$ cat src/core/smc_defines.svh
// constant definitions for the socket mode register bank
`ifndef SMC_DEFINES_SVH
`define SMC_DEFINES_SVH

// ****************************************
// register map and reset values
// ****************************************
`define SMC_MODE_OFFSET      16'h0000
`define SMC_MODE_RESET       8'h00
`define SMC_STATE_RESET      8'h00
`define SMC_READ_FILL        8'h00

// ****************************************
// socket_mode field positions
// ****************************************
`define SMC_BIT_OPT7         7
`define SMC_BIT_OPT6         6
`define SMC_BIT_OPT5         5
`define SMC_BIT_OPT4         4
`define SMC_PROTO_MSB        3

// ****************************************
// socket_state values after open
// ****************************************
`define SMC_STATE_TCP_READY  8'h13
`define SMC_STATE_UDP_OPEN   8'h22
`define SMC_STATE_RAW_OPEN   8'h02

// ****************************************
// timing
// ****************************************
`define SMC_CLK_PERIOD_NS    5
`define SMC_RTR_UNIT_NS      100000
`define SMC_RTR_TICK_CYCLES  (`SMC_RTR_UNIT_NS / `SMC_CLK_PERIOD_NS)

`endif

$ cat src/core/smc_pkg.sv
// types shared by the socket mode register bank
package smc_pkg;

    // ****************************************
    // protocol field codes
    // ****************************************
    typedef enum logic [3:0] {
        SMC_CLOSED = 4'h0,
        SMC_TCP    = 4'h1,
        SMC_UDP    = 4'h2,
        SMC_RAW    = 4'h4
    } smc_proto_t;

    // options already gated by the selected protocol
    typedef struct packed {
        logic multicastOn;
        logic igmpV1;
        logic macFilter;
        logic bcastBlock;
        logic mcastBlock;
        logic ucastBlock;
        logic ipv6Block;
        logic immediateAck;
    } smc_opts_t;

    // decoded serial-frame register access
    typedef struct packed {
        logic        access;
        logic        write;
        logic [15:0] offset;
        logic [2:0]  socketIdx;
        logic [7:0]  wrData;
    } smc_reg_req_t;

    typedef struct packed {
        logic       valid;
        logic [2:0] socketIdx;
    } smc_sock_evt_t;

    // one received frame, classified by the mac front end
    typedef struct packed {
        logic       valid;
        logic [2:0] socketIdx;
        logic       isBroadcast;
        logic       isMulticast;
        logic       toOwnMac;
        logic       isIpv6;
    } smc_rx_frame_t;

endpackage : smc_pkg

$ cat src/core/smc_mode_decode.sv
// per-socket decode of socket_mode and acknowledgement pacing
`timescale 1ns/1ps
`default_nettype none
`include "smc_defines.svh"

module smc_mode_decode #(
    parameter int RETRY_W = 16
) (
    input  wire logic               clk,
    input  wire logic               rst,
    input  wire logic [7:0]         modeValue,
    input  wire logic               tick,
    input  wire logic [RETRY_W-1:0] retryTime,
    input  wire logic               rxSegment,
    output smc_pkg::smc_proto_t     protocol,
    output smc_pkg::smc_opts_t      options,
    output logic                    ackSend
);

    typedef struct packed {
        logic               ackPending;
        logic [RETRY_W-1:0] ackLeft;
        logic               ackSend;
    } smc_dec_state_t;

    smc_dec_state_t stateQ;
    smc_dec_state_t stateD;

    // ****************************************
    // protocol and option decode
    // ****************************************
    always_comb
    begin
        unique case (modeValue[`SMC_PROTO_MSB:0])
            4'h1:    protocol = smc_pkg::SMC_TCP;
            4'h2:    protocol = smc_pkg::SMC_UDP;
            4'h4:    protocol = smc_pkg::SMC_RAW;
            default: protocol = smc_pkg::SMC_CLOSED;
        endcase
        // bits that do not apply to this protocol stay stored but unused
        options = '0;
        unique case (protocol)
            smc_pkg::SMC_TCP:
            begin
                options.immediateAck = modeValue[`SMC_BIT_OPT5];
            end
            smc_pkg::SMC_UDP:
            begin
                options.multicastOn = modeValue[`SMC_BIT_OPT7];
                options.bcastBlock  = modeValue[`SMC_BIT_OPT6];
                options.igmpV1      = modeValue[`SMC_BIT_OPT7] & modeValue[`SMC_BIT_OPT5];
                options.ucastBlock  = modeValue[`SMC_BIT_OPT7] & modeValue[`SMC_BIT_OPT4];
            end
            smc_pkg::SMC_RAW:
            begin
                options.macFilter  = modeValue[`SMC_BIT_OPT7];
                options.bcastBlock = modeValue[`SMC_BIT_OPT6];
                options.mcastBlock = modeValue[`SMC_BIT_OPT5];
                options.ipv6Block  = modeValue[`SMC_BIT_OPT4];
            end
            smc_pkg::SMC_CLOSED:
            begin
            end
        endcase
    end

    // ****************************************
    // acknowledgement pacing
    // ****************************************
    always_comb
    begin
        stateD         = stateQ;
        stateD.ackSend = 1'b0;
        if (protocol != smc_pkg::SMC_TCP)
        begin
            stateD.ackPending = 1'b0;
        end
        else if (rxSegment && options.immediateAck)
        begin
            stateD.ackSend    = 1'b1;
            stateD.ackPending = 1'b0;
        end
        else if (rxSegment)
        begin
            // a newer segment restarts the wait; one ack covers both
            stateD.ackPending = 1'b1;
            stateD.ackLeft    = retryTime;
        end
        else if (stateQ.ackPending && tick)
        begin
            if (stateQ.ackLeft <= RETRY_W'(1))
            begin
                stateD.ackSend    = 1'b1;
                stateD.ackPending = 1'b0;
            end
            else
            begin
                stateD.ackLeft = stateQ.ackLeft - RETRY_W'(1);
            end
        end
    end

    always_ff @(posedge clk)
    begin
        if (rst)
        begin
            stateQ <= '0;
        end
        else
        begin
            stateQ <= stateD;
        end
    end

    assign ackSend = stateQ.ackSend;
endmodule : smc_mode_decode

`default_nettype wire

$ cat src/core/smc_socket_mode.sv
// socket mode register bank for eight sockets with open and receive decisions
`timescale 1ns/1ps
`default_nettype none
`include "smc_defines.svh"

module smc_socket_mode #(
    parameter int SOCKETS         = 8,
    parameter int RETRY_W         = 16,
    parameter int RTR_TICK_CYCLES = `SMC_RTR_TICK_CYCLES
) (
    input  wire logic                          clk,
    input  wire logic                          rst,
    input  wire smc_pkg::smc_reg_req_t         regReq,
    output logic [7:0]                         regRdData,
    output logic                               regRdValid,
    input  wire smc_pkg::smc_sock_evt_t        openReq,
    output logic [SOCKETS-1:0][7:0]            socketState,
    output smc_pkg::smc_proto_t [SOCKETS-1:0]  socketProto,
    output smc_pkg::smc_opts_t [SOCKETS-1:0]   socketOpts,
    input  wire smc_pkg::smc_rx_frame_t        rxFrame,
    output logic                               rxDone,
    output logic                               rxDrop,
    input  wire smc_pkg::smc_sock_evt_t        rxSegment,
    input  wire logic [RETRY_W-1:0]            retryTime,
    output logic [SOCKETS-1:0]                 ackSend
);

    localparam int TICK_W = (RTR_TICK_CYCLES > 1) ? $clog2(RTR_TICK_CYCLES) : 1;

    typedef struct packed {
        logic [SOCKETS-1:0][7:0] modeReg;
        logic [SOCKETS-1:0][7:0] sockState;
        logic [7:0]              rdData;
        logic                    rdValid;
        logic [TICK_W-1:0]       tickCnt;
        logic                    tick;
        logic                    rxDone;
        logic                    rxDrop;
    } smc_top_state_t;

    smc_top_state_t     stateQ;
    smc_top_state_t     stateD;
    smc_pkg::smc_opts_t rxOpts;
    smc_pkg::smc_proto_t rxProto;
    logic               rxUnicast;
    logic               dropNow;
    logic               modeHit;

    // ****************************************
    // per-socket decode and ack pacing
    // ****************************************
    for (genvar s = 0; s < SOCKETS; s++)
    begin : g_sock
        smc_mode_decode #(
            .RETRY_W (RETRY_W)
        ) i_smc_mode_decode (
            .clk       (clk),
            .rst       (rst),
            .modeValue (stateQ.modeReg[s]),
            .tick      (stateQ.tick),
            .retryTime (retryTime),
            .rxSegment (rxSegment.valid && rxSegment.socketIdx == 3'(s)),
            .protocol  (socketProto[s]),
            .options   (socketOpts[s]),
            .ackSend   (ackSend[s])
        );
    end

    // ****************************************
    // receive filter
    // ****************************************
    always_comb
    begin
        rxOpts    = socketOpts[rxFrame.socketIdx];
        rxProto   = socketProto[rxFrame.socketIdx];
        rxUnicast = !rxFrame.isBroadcast && !rxFrame.isMulticast;
        // options arrive pre-gated by protocol, so each term is one and
        dropNow   = (rxProto == smc_pkg::SMC_CLOSED)
                  | (rxFrame.isBroadcast & rxOpts.bcastBlock)
                  | (rxOpts.macFilter & !rxFrame.isBroadcast & !rxFrame.toOwnMac)
                  | (rxFrame.isMulticast & rxOpts.mcastBlock)
                  | (rxUnicast & rxOpts.ucastBlock)
                  | (rxFrame.isIpv6 & rxOpts.ipv6Block);
    end

    // ****************************************
    // register access, open, tick
    // ****************************************
    assign modeHit = regReq.access && regReq.offset == `SMC_MODE_OFFSET;

    always_comb
    begin
        stateD         = stateQ;
        stateD.rdValid = 1'b0;
        stateD.rxDone  = 1'b0;
        stateD.rxDrop  = 1'b0;
        stateD.tick    = 1'b0;
        // shared retry_time base, one tick per 100 us
        if (stateQ.tickCnt == TICK_W'(RTR_TICK_CYCLES - 1))
        begin
            stateD.tickCnt = '0;
            stateD.tick    = 1'b1;
        end
        else
        begin
            stateD.tickCnt = stateQ.tickCnt + TICK_W'(1);
        end
        if (modeHit && regReq.write)
        begin
            stateD.modeReg[regReq.socketIdx] = regReq.wrData;
        end
        if (regReq.access && !regReq.write)
        begin
            stateD.rdValid = 1'b1;
            stateD.rdData  = modeHit ? stateQ.modeReg[regReq.socketIdx] : `SMC_READ_FILL;
        end
        if (openReq.valid)
        begin
            // open on a closed socket leaves the state alone
            unique case (socketProto[openReq.socketIdx])
                smc_pkg::SMC_TCP:    stateD.sockState[openReq.socketIdx] = `SMC_STATE_TCP_READY;
                smc_pkg::SMC_UDP:    stateD.sockState[openReq.socketIdx] = `SMC_STATE_UDP_OPEN;
                smc_pkg::SMC_RAW:    stateD.sockState[openReq.socketIdx] = `SMC_STATE_RAW_OPEN;
                smc_pkg::SMC_CLOSED: stateD.sockState[openReq.socketIdx] = stateQ.sockState[openReq.socketIdx];
            endcase
        end
        if (rxFrame.valid)
        begin
            stateD.rxDone = 1'b1;
            stateD.rxDrop = dropNow;
        end
    end

    always_ff @(posedge clk)
    begin
        if (rst)
        begin
            stateQ           <= '0;
            stateQ.modeReg   <= {SOCKETS{`SMC_MODE_RESET}};
            stateQ.sockState <= {SOCKETS{`SMC_STATE_RESET}};
        end
        else
        begin
            stateQ <= stateD;
        end
    end

    assign regRdData   = stateQ.rdData;
    assign regRdValid  = stateQ.rdValid;
    assign socketState = stateQ.sockState;
    assign rxDone      = stateQ.rxDone;
    assign rxDrop      = stateQ.rxDrop;
endmodule : smc_socket_mode

`default_nettype wire

$ cat config.mk
export PLATFORM = sky130hd
export DESIGN_NAME = smc_socket_mode
export DESIGN_NICKNAME = d
export VERILOG_FILES = /design/src/core/smc_pkg.sv /design/src/core/smc_mode_decode.sv /design/src/core/smc_socket_mode.sv
export VERILOG_INCLUDE_DIRS = /design/src /design/src/core
export SDC_FILE = /design/constraint.sdc
export NUM_CORES = 1
export LEC_CHECK = 0
export BUFFER_PORTS_ARGS = -buffer_cell sky130_fd_sc_hd__clkbuf_2
export CORE_ASPECT_RATIO = 1.2
export CORE_MARGIN = 8
export CORE_UTILIZATION = 40
export DETAILED_ROUTE_END_ITERATION = 16
export GPL_TIMING_DRIVEN = 0
export PLACE_DENSITY = 0.64
export SETUP_SLACK_MARGIN = 0.5
export SLEW_MARGIN = 20
export SYNTH_ARGS = -nofsm -noshare
export SYNTH_HDL_FRONTEND = slang
export SYNTH_HIERARCHICAL = 1
export SYNTH_SLANG_ARGS = --single-unit
export TNS_END_PERCENT = 1
$ cat constraint.sdc
create_clock -name clk -period 4.8 [get_ports clk]
set_clock_uncertainty 0.2 [all_clocks]
set_input_delay 0.48 -clock clk [delete_from_list [all_inputs] [get_ports clk]]
set_output_delay 0.48 -clock clk [all_outputs]
set_load 0.005 [all_outputs]
==> results of run 1 <==
## layout make-up
type	count	area, um2
clock inverter	19	322
tap	616	771
inverter	43	161
timing repair buffer	236	1200
multi-input combinational	1576	11000
fill	4484	23900
sequential	299	5990
buffer	224	1300
clock buffer	46	1010
## worst paths after layout
path | end | slack, ps | cells past startpoint
worst max-delay path | socketState[8] | 1450 | 8
worst min-delay path | rxDone | 40 | 2
worst max register to register | socketState[8] | 1450 | 8
worst min register to register | regRdData[2] | 250 | 2
## power by group through the flow
stage,Combinational [mW],Clock [mW],Sequential (mW)
after detailed placement,0.406,0,2.57
after floorplan,0.243,0,2.57
after CTS,0.408,3.14,2.52
after global routing,0.442,3.24,2.52
after global placement,0.403,0,2.57
final,0.416,3.10,2.52
## metal layers
metal	GRT usage [%]	wire [um]
met2	39.0	30800
met4	11.6	3290
met5	0	0
met1	29.5	26900
met3	5.19	5420
## kinds of logic (layout without fill, tap and decap cells)
logic type | after synthesis | in the layout | synth area share [%]
buffers and inverters | 267 | 568 | 7.97
xor gates and xnor gates | 78 | 78 | 3.72
adders and majority gates | 17 | 17 | 1.16
muxes | 112 | 112 | 7.46
other | 8 | 8 | 0.164
DFF | 299 | 299 | 32.6
AOI/OAI and AO/OA | 508 | 508 | 20.4
and+or+nand+nor | 853 | 853 | 26.5
## state kept, by name (all words and copies together) (netlist names)
register and count:
g_sock.i_smc_mode_decode/stateQ 136, stateQ 80, regRdValid 1, regRdData 8
g_sock.i_smc_mode_decode/ackSend 8, rxDone 1, rxDrop 1, socketState 64
## critical path, delay by kind of cell, from the launching register on
| kind | cells | cell delay, ps |
|---|---|---|
| AND/OR/NAND/NOR | 2 | 940 |
| multiplexers | 1 | 330 |
| AO/OA/AOI/OAI | 4 | 1080 |
| flip-flops | 1 | 440 |
| buffers and inverters | 1 | 260 |
## what timing repair did
action	CTS	global route
endpoints found under the hold margin	1	0
hold buffers	1	0
endpoints found under the setup margin	0	0
resized for setup	0	0
## placed cells by master, fill, tap and decap left out, drive strengths merged, types with 9 or more instances in the layout
| cell type | instances |
|---|---|
| nand2 | 159 |
| and2 | 48 |
| a22o | 10 |
| a21oi | 144 |
| a22oi | 11 |
| nor4b | 26 |
| o21ai | 85 |
| ha | 17 |
| buf | 150 |
| a221oi | 73 |
| nand2b | 31 |
| nand4 | 28 |
| xnor2 | 61 |
| mux2 | 19 |
| nand3b | 17 |
| inv | 44 |
| a31oi | 17 |
| mux4 | 18 |
| o221ai | 20 |
| clkbuf | 355 |
| mux2i | 75 |
| dfxtp | 299 |
| o22ai | 9 |
| nor2b | 20 |
| nor4 | 31 |
| xor2 | 17 |
| nor2 | 287 |
| and3 | 19 |
| nor3 | 114 |
| a211oi | 52 |
| a32o | 24 |
| nand3 | 40 |
==> flow_summary.toml, run 1 <==
[die]
die-area_um2 = 53000
fp.dieW_um = 212
core-area_um2 = 45600
pin_count = 242
die_h_um = 251
std_cell_rows = 86
initial_core_util_pct = 40.2

[finish]
nets = 2496
finalNonFillerCells = 3059
fin_area_um2 = 21800
syn2layout_area_growth_pct = 18.5
drive_above_1_share_pct = 24.4
antenna_cells = 0
finish.utilization_pct = 47.7

[worst_setup_path]
slowest_stage = "nor4b_4"
start_kind = "flop"
critPathCaptureType = "flop"
crit_type = "flop to flop"
max_stage_delay_ps = 810
worstReg2RegStart = "stateQ[115]"
cp_cell_sequence = "nor4b_4 > mux2_2 > o22ai_1 > o211ai_4 > a2111o_1 > buf_2 > nand2_1 > o221ai_1"
path_max_fanout = 10
cp.required_ps = 5070
critical_path_arrival_ps = 3620
startpoint = "stateQ[115]"

[drt]
vias = 18000
drt_wl_total_um = 66400
drc = 0
via_per_inst = 5.88
wl_per_cell_um = 21.7
drt_first_pass_iters = 6
first_iter_violations = 1548
ant_nets = 0

[synthesis]
syn_inst = 2142
mappedNetlistArea_um2 = 18400
yosysSeqAreaShare_pct = 32.6
synth_common_cells = "299 x dfxtp_1, 284 x nor2_1, 159 x nand2_1"
post-synth-top-area-fraction_pct = 32.6
async_flop_share_pct = 0
synth.most_common_cell = "dfxtp_1"
ys_warn_count = 6
ys_top_cells_by_area = "dfxtp_1 33%, nor2_1 5.8%, mux2i_1 4.1%"
avgSynthCellArea_um2 = 8.57
ys_types = 74
synth_top_area_cell = "dfxtp_1"
ys_ff_latch = 299
synthFlopType = "dfxtp_1"
synth_edf_count = 0
synth_nets = 2222

[pwr]
ir_drop_mv = 0.211
p_clk_share_pct = 51.4
p_leak_nw = 8.20
pwr-share-comb_pct = 6.9
switching_power_mw = 1.46
sequentialPowerShare_pct = 41.8
swShare_pct = 24.2
power_density_nw_per_um2 = 277
p_total_mw = 6.04
intPower_mw = 4.57

[sta]
setup_tns_ps = 0
maxSlewViolCount = 0
setup_slack_ps = 1450
hold_viol_final = 0
holdWs_ps = 39.9
setup_violations = 0
post-route-period-util_pct = 69.7
max_slew_margin_pct = 26.4
clock.fmax_mhz = 299
period_needed_ps = 3350
rsz0062_at_grt = "no"
worst_slew_pin_slew_ps = 1100

[clocking]
clk_path_buf_depth = 3
cts.htree.levels = 2
cts_tree = "built"
cts_buffers = 36
path_clk_slew_ps = 60
clock_tree.root_cell = "clkbuf_16"
clk_latency_ps = 560
postCtsSetupRepairBufs = 0
cts.sinks = 299

[placed_design]
placed_cell_area_um2 = 20400
io_buffers = 219
gp_congestion = 0.974
dp_slack_ps = 1570
placed_cells = 2993
dp_hpwl_um = 48000

[global_route]
grt_max_degree = 25
grt_pass1_vias = 17600
grt_pass1_wl_um = 101000
antenna_found_initial = 0
grt_use_total_pct = 23.9
overflow = 0

[run_status]
status = "completed"

[job]
drv_cap = 0

[worst_hold_path]
min_from = "rxFrame[7]"
hold_class = "input pin to flop"
Power figures use the tool's default switching activity.
==> inputs of run 2 (changes only) <==
PLACE_DENSITY = 0.66   (was 0.64)
clock period = 2.8 ns   (was 4.8 ns; I/O delays follow)
==> flow_summary.toml, run 2 (same netlist as run 1, synthesis figures left out) <==
[worst_setup_path]
critPathCaptureType = "flop"
path_max_fanout = 5
critical_path_arrival_ps = 3080
reg2reg_to = "socketState[2]"
cp.required_ps = 3070
crit_cells = 11
cp_cell_sequence = "nor4b_4 > buf_4 > mux4_2 > mux2_4 > buf_8 > nand3b_4 > nor4_4 > buf_4 > buf_6 > nand2_2 > a21oi_1"
start_kind = "flop"
ff2ff_path_depth = 11
worstReg2RegStart = "stateQ[124]"
crit_family = "multiplexers"
crit_type = "flop to flop"
max_stage_delay_ps = 450
crit_top_cell = "buf_4"
rrSetupSlack_ps = -10
slowest_stage = "mux4_2"
crit_buf_inv = 4

[finish]
layout_common_cells = "276 x nor2_1, 265 x dfxtp_1, 197 x clkbuf_2"
fill_cells = 4305
nets = 2541
drive_above_1_share_pct = 32.3
antenna_cells = 0
syn2layout_area_growth_pct = 27.0
final_common_cell = "nor2_1"
finish.utilization_pct = 51.1
regMostFlops = "g_sock.i_smc_mode_decode/stateQ"
fin_area_um2 = 23300
largest_reg_flops = 136

[drt]
via_per_inst = 5.91
vias = 18300
drt_first_pass_iters = 5
ant_nets = 0
drc = 0
first_iter_violations = 1710
drt_wl_total_um = 70500
wl_per_cell_um = 22.7

[global_route]
antenna_found_initial = 0
grt_pass1_vias = 18000
overflow = 0
grt_pass1_wl_um = 105000
grt_use_total_pct = 25.0
grt_max_degree = 25

[die]
die-area_um2 = 53000
initial_core_util_pct = 40.2
pin_count = 242
die_h_um = 251
core-area_um2 = 45600
fp.dieW_um = 212
std_cell_rows = 86

[job]
drv_cap = 0

[placed_design]
gp_congestion = 0.951
placed_cell_area_um2 = 20500
dp_hpwl_um = 48500
io_buffers = 219

[clocking]
cts_buffers = 35
path_clk_slew_ps = 60
cts.htree.levels = 2
clock_tree.root_cell = "clkbuf_16"
clk_latency_ps = 560
clk_path_buf_depth = 3
cts.sinks = 299
cts_tree = "built"

[worst_hold_path]
min_from = "rst"
hold_class = "input pin to flop"
hold_path_depth = 2
min_to = "rxDone"

[pwr]
power_density_nw_per_um2 = 414
p_leak_nw = 8.79
ir_drop_mv = 0.323
p_total_mw = 9.66

[sta]
hold_viol_final = 0
post-route-period-util_pct = 100
setup_violations = 1
worst_slew_pin_slew_ps = 1200
maxSlewViolCount = 0
setup_slack_ps = -11.1
max_slew_margin_pct = 19.1
clock.fmax_mhz = 356
rsz0062_at_grt = "yes"
period_needed_ps = 2810

[run_status]
violations = "setup timing"
status = "finished with violations"
==> run 2: changes by cell type in the layout (fill, tap and decap cells not counted), sizes merged <==
| cell | previous run | this run |
|---|---|---|
| clkbuf | 355 | 317 |
| clkinvlp | 2 | 0 |
| clkinv | 8 | 10 |
| dlygate4sd3 | 1 | 11 |
| inv | 44 | 43 |
| bufinv | 8 | 2 |
| buf | 150 | 226 |
==> run 2: worst max-delay path by stage <==
stage	slack (ps)	from	end
after global placement	-720	stateQ[141]	socketState[0]
after floorplan	290	stateQ[124]	socketState[4]
after detailed placement	-350	stateQ[149]	socketState[0]
after global routing	-30	stateQ[124]	socketState[2]
after CTS	90	stateQ[124]	socketState[36]
final	-10	stateQ[124]	socketState[2]
==> run 2: layout make-up <==
class	instances	area, um2	share of cell area, %
Sequential cell	299	6080	26.1
Multi-Input combinational cell	1576	11900	51.0
Clock buffer	48	995	4.27
Clock inverter	12	114	0.488
Timing Repair Buffer	282	1930	8.29
Tap cell	616	771	3.31
Inverter	43	161	0.692
Buffer	224	1380	5.93
==> run 2: routing by layer <==
| metal | up-vias | global-route usage [%] | part of all wire, % |
|---|---|---|---|
| li1 | 8387 | - | - |
| met1 | 8864 | 29.2 | 39 |
| met2 | 869 | 42.2 | 48 |
| met3 | 206 | 4.90 | 7.5 |
| met4 | 0 | 14.2 | 5.7 |
| met5 | - | 0 | 0 |
==> run 2: through the flow <==
step | cells | hold WS (ps) | worst slack [ps] | TNS (ps)
CTS | 3084 | 3.50 | 94.4 | 0
global route | 3100 | 27.1 | -32.5 | -82.7
finish | 3100 | 25.8 | -11.1 | -11.1
global placement | 2977 | 238 | -720 | -36660
detailed placement | 2978 | 246 | -350 | -22300
floorplan | 2142 | 225 | 291 | 0
==> run 2: where the power goes <==
group	internal [mW]	switching (mW)	total, mW
Combinational	0.283	0.517	0.800
Sequential	4.27	0.0291	4.30
Clock	2.66	1.89	4.56
Total	7.22	2.44	9.66
==> run 2: repair_timing <==
| action | CTS | global route |
|---|---|---|
| resized for setup | 19 | 314 |
| hold endpoints to repair | 44 | 0 |
| cloned | 1 | 0 |
| buffers inserted | 34 | 16 |
| pin swaps | 20 | 106 |
| hold buffers | 11 | 0 |
| setup endpoints to repair | 312 | 323 |
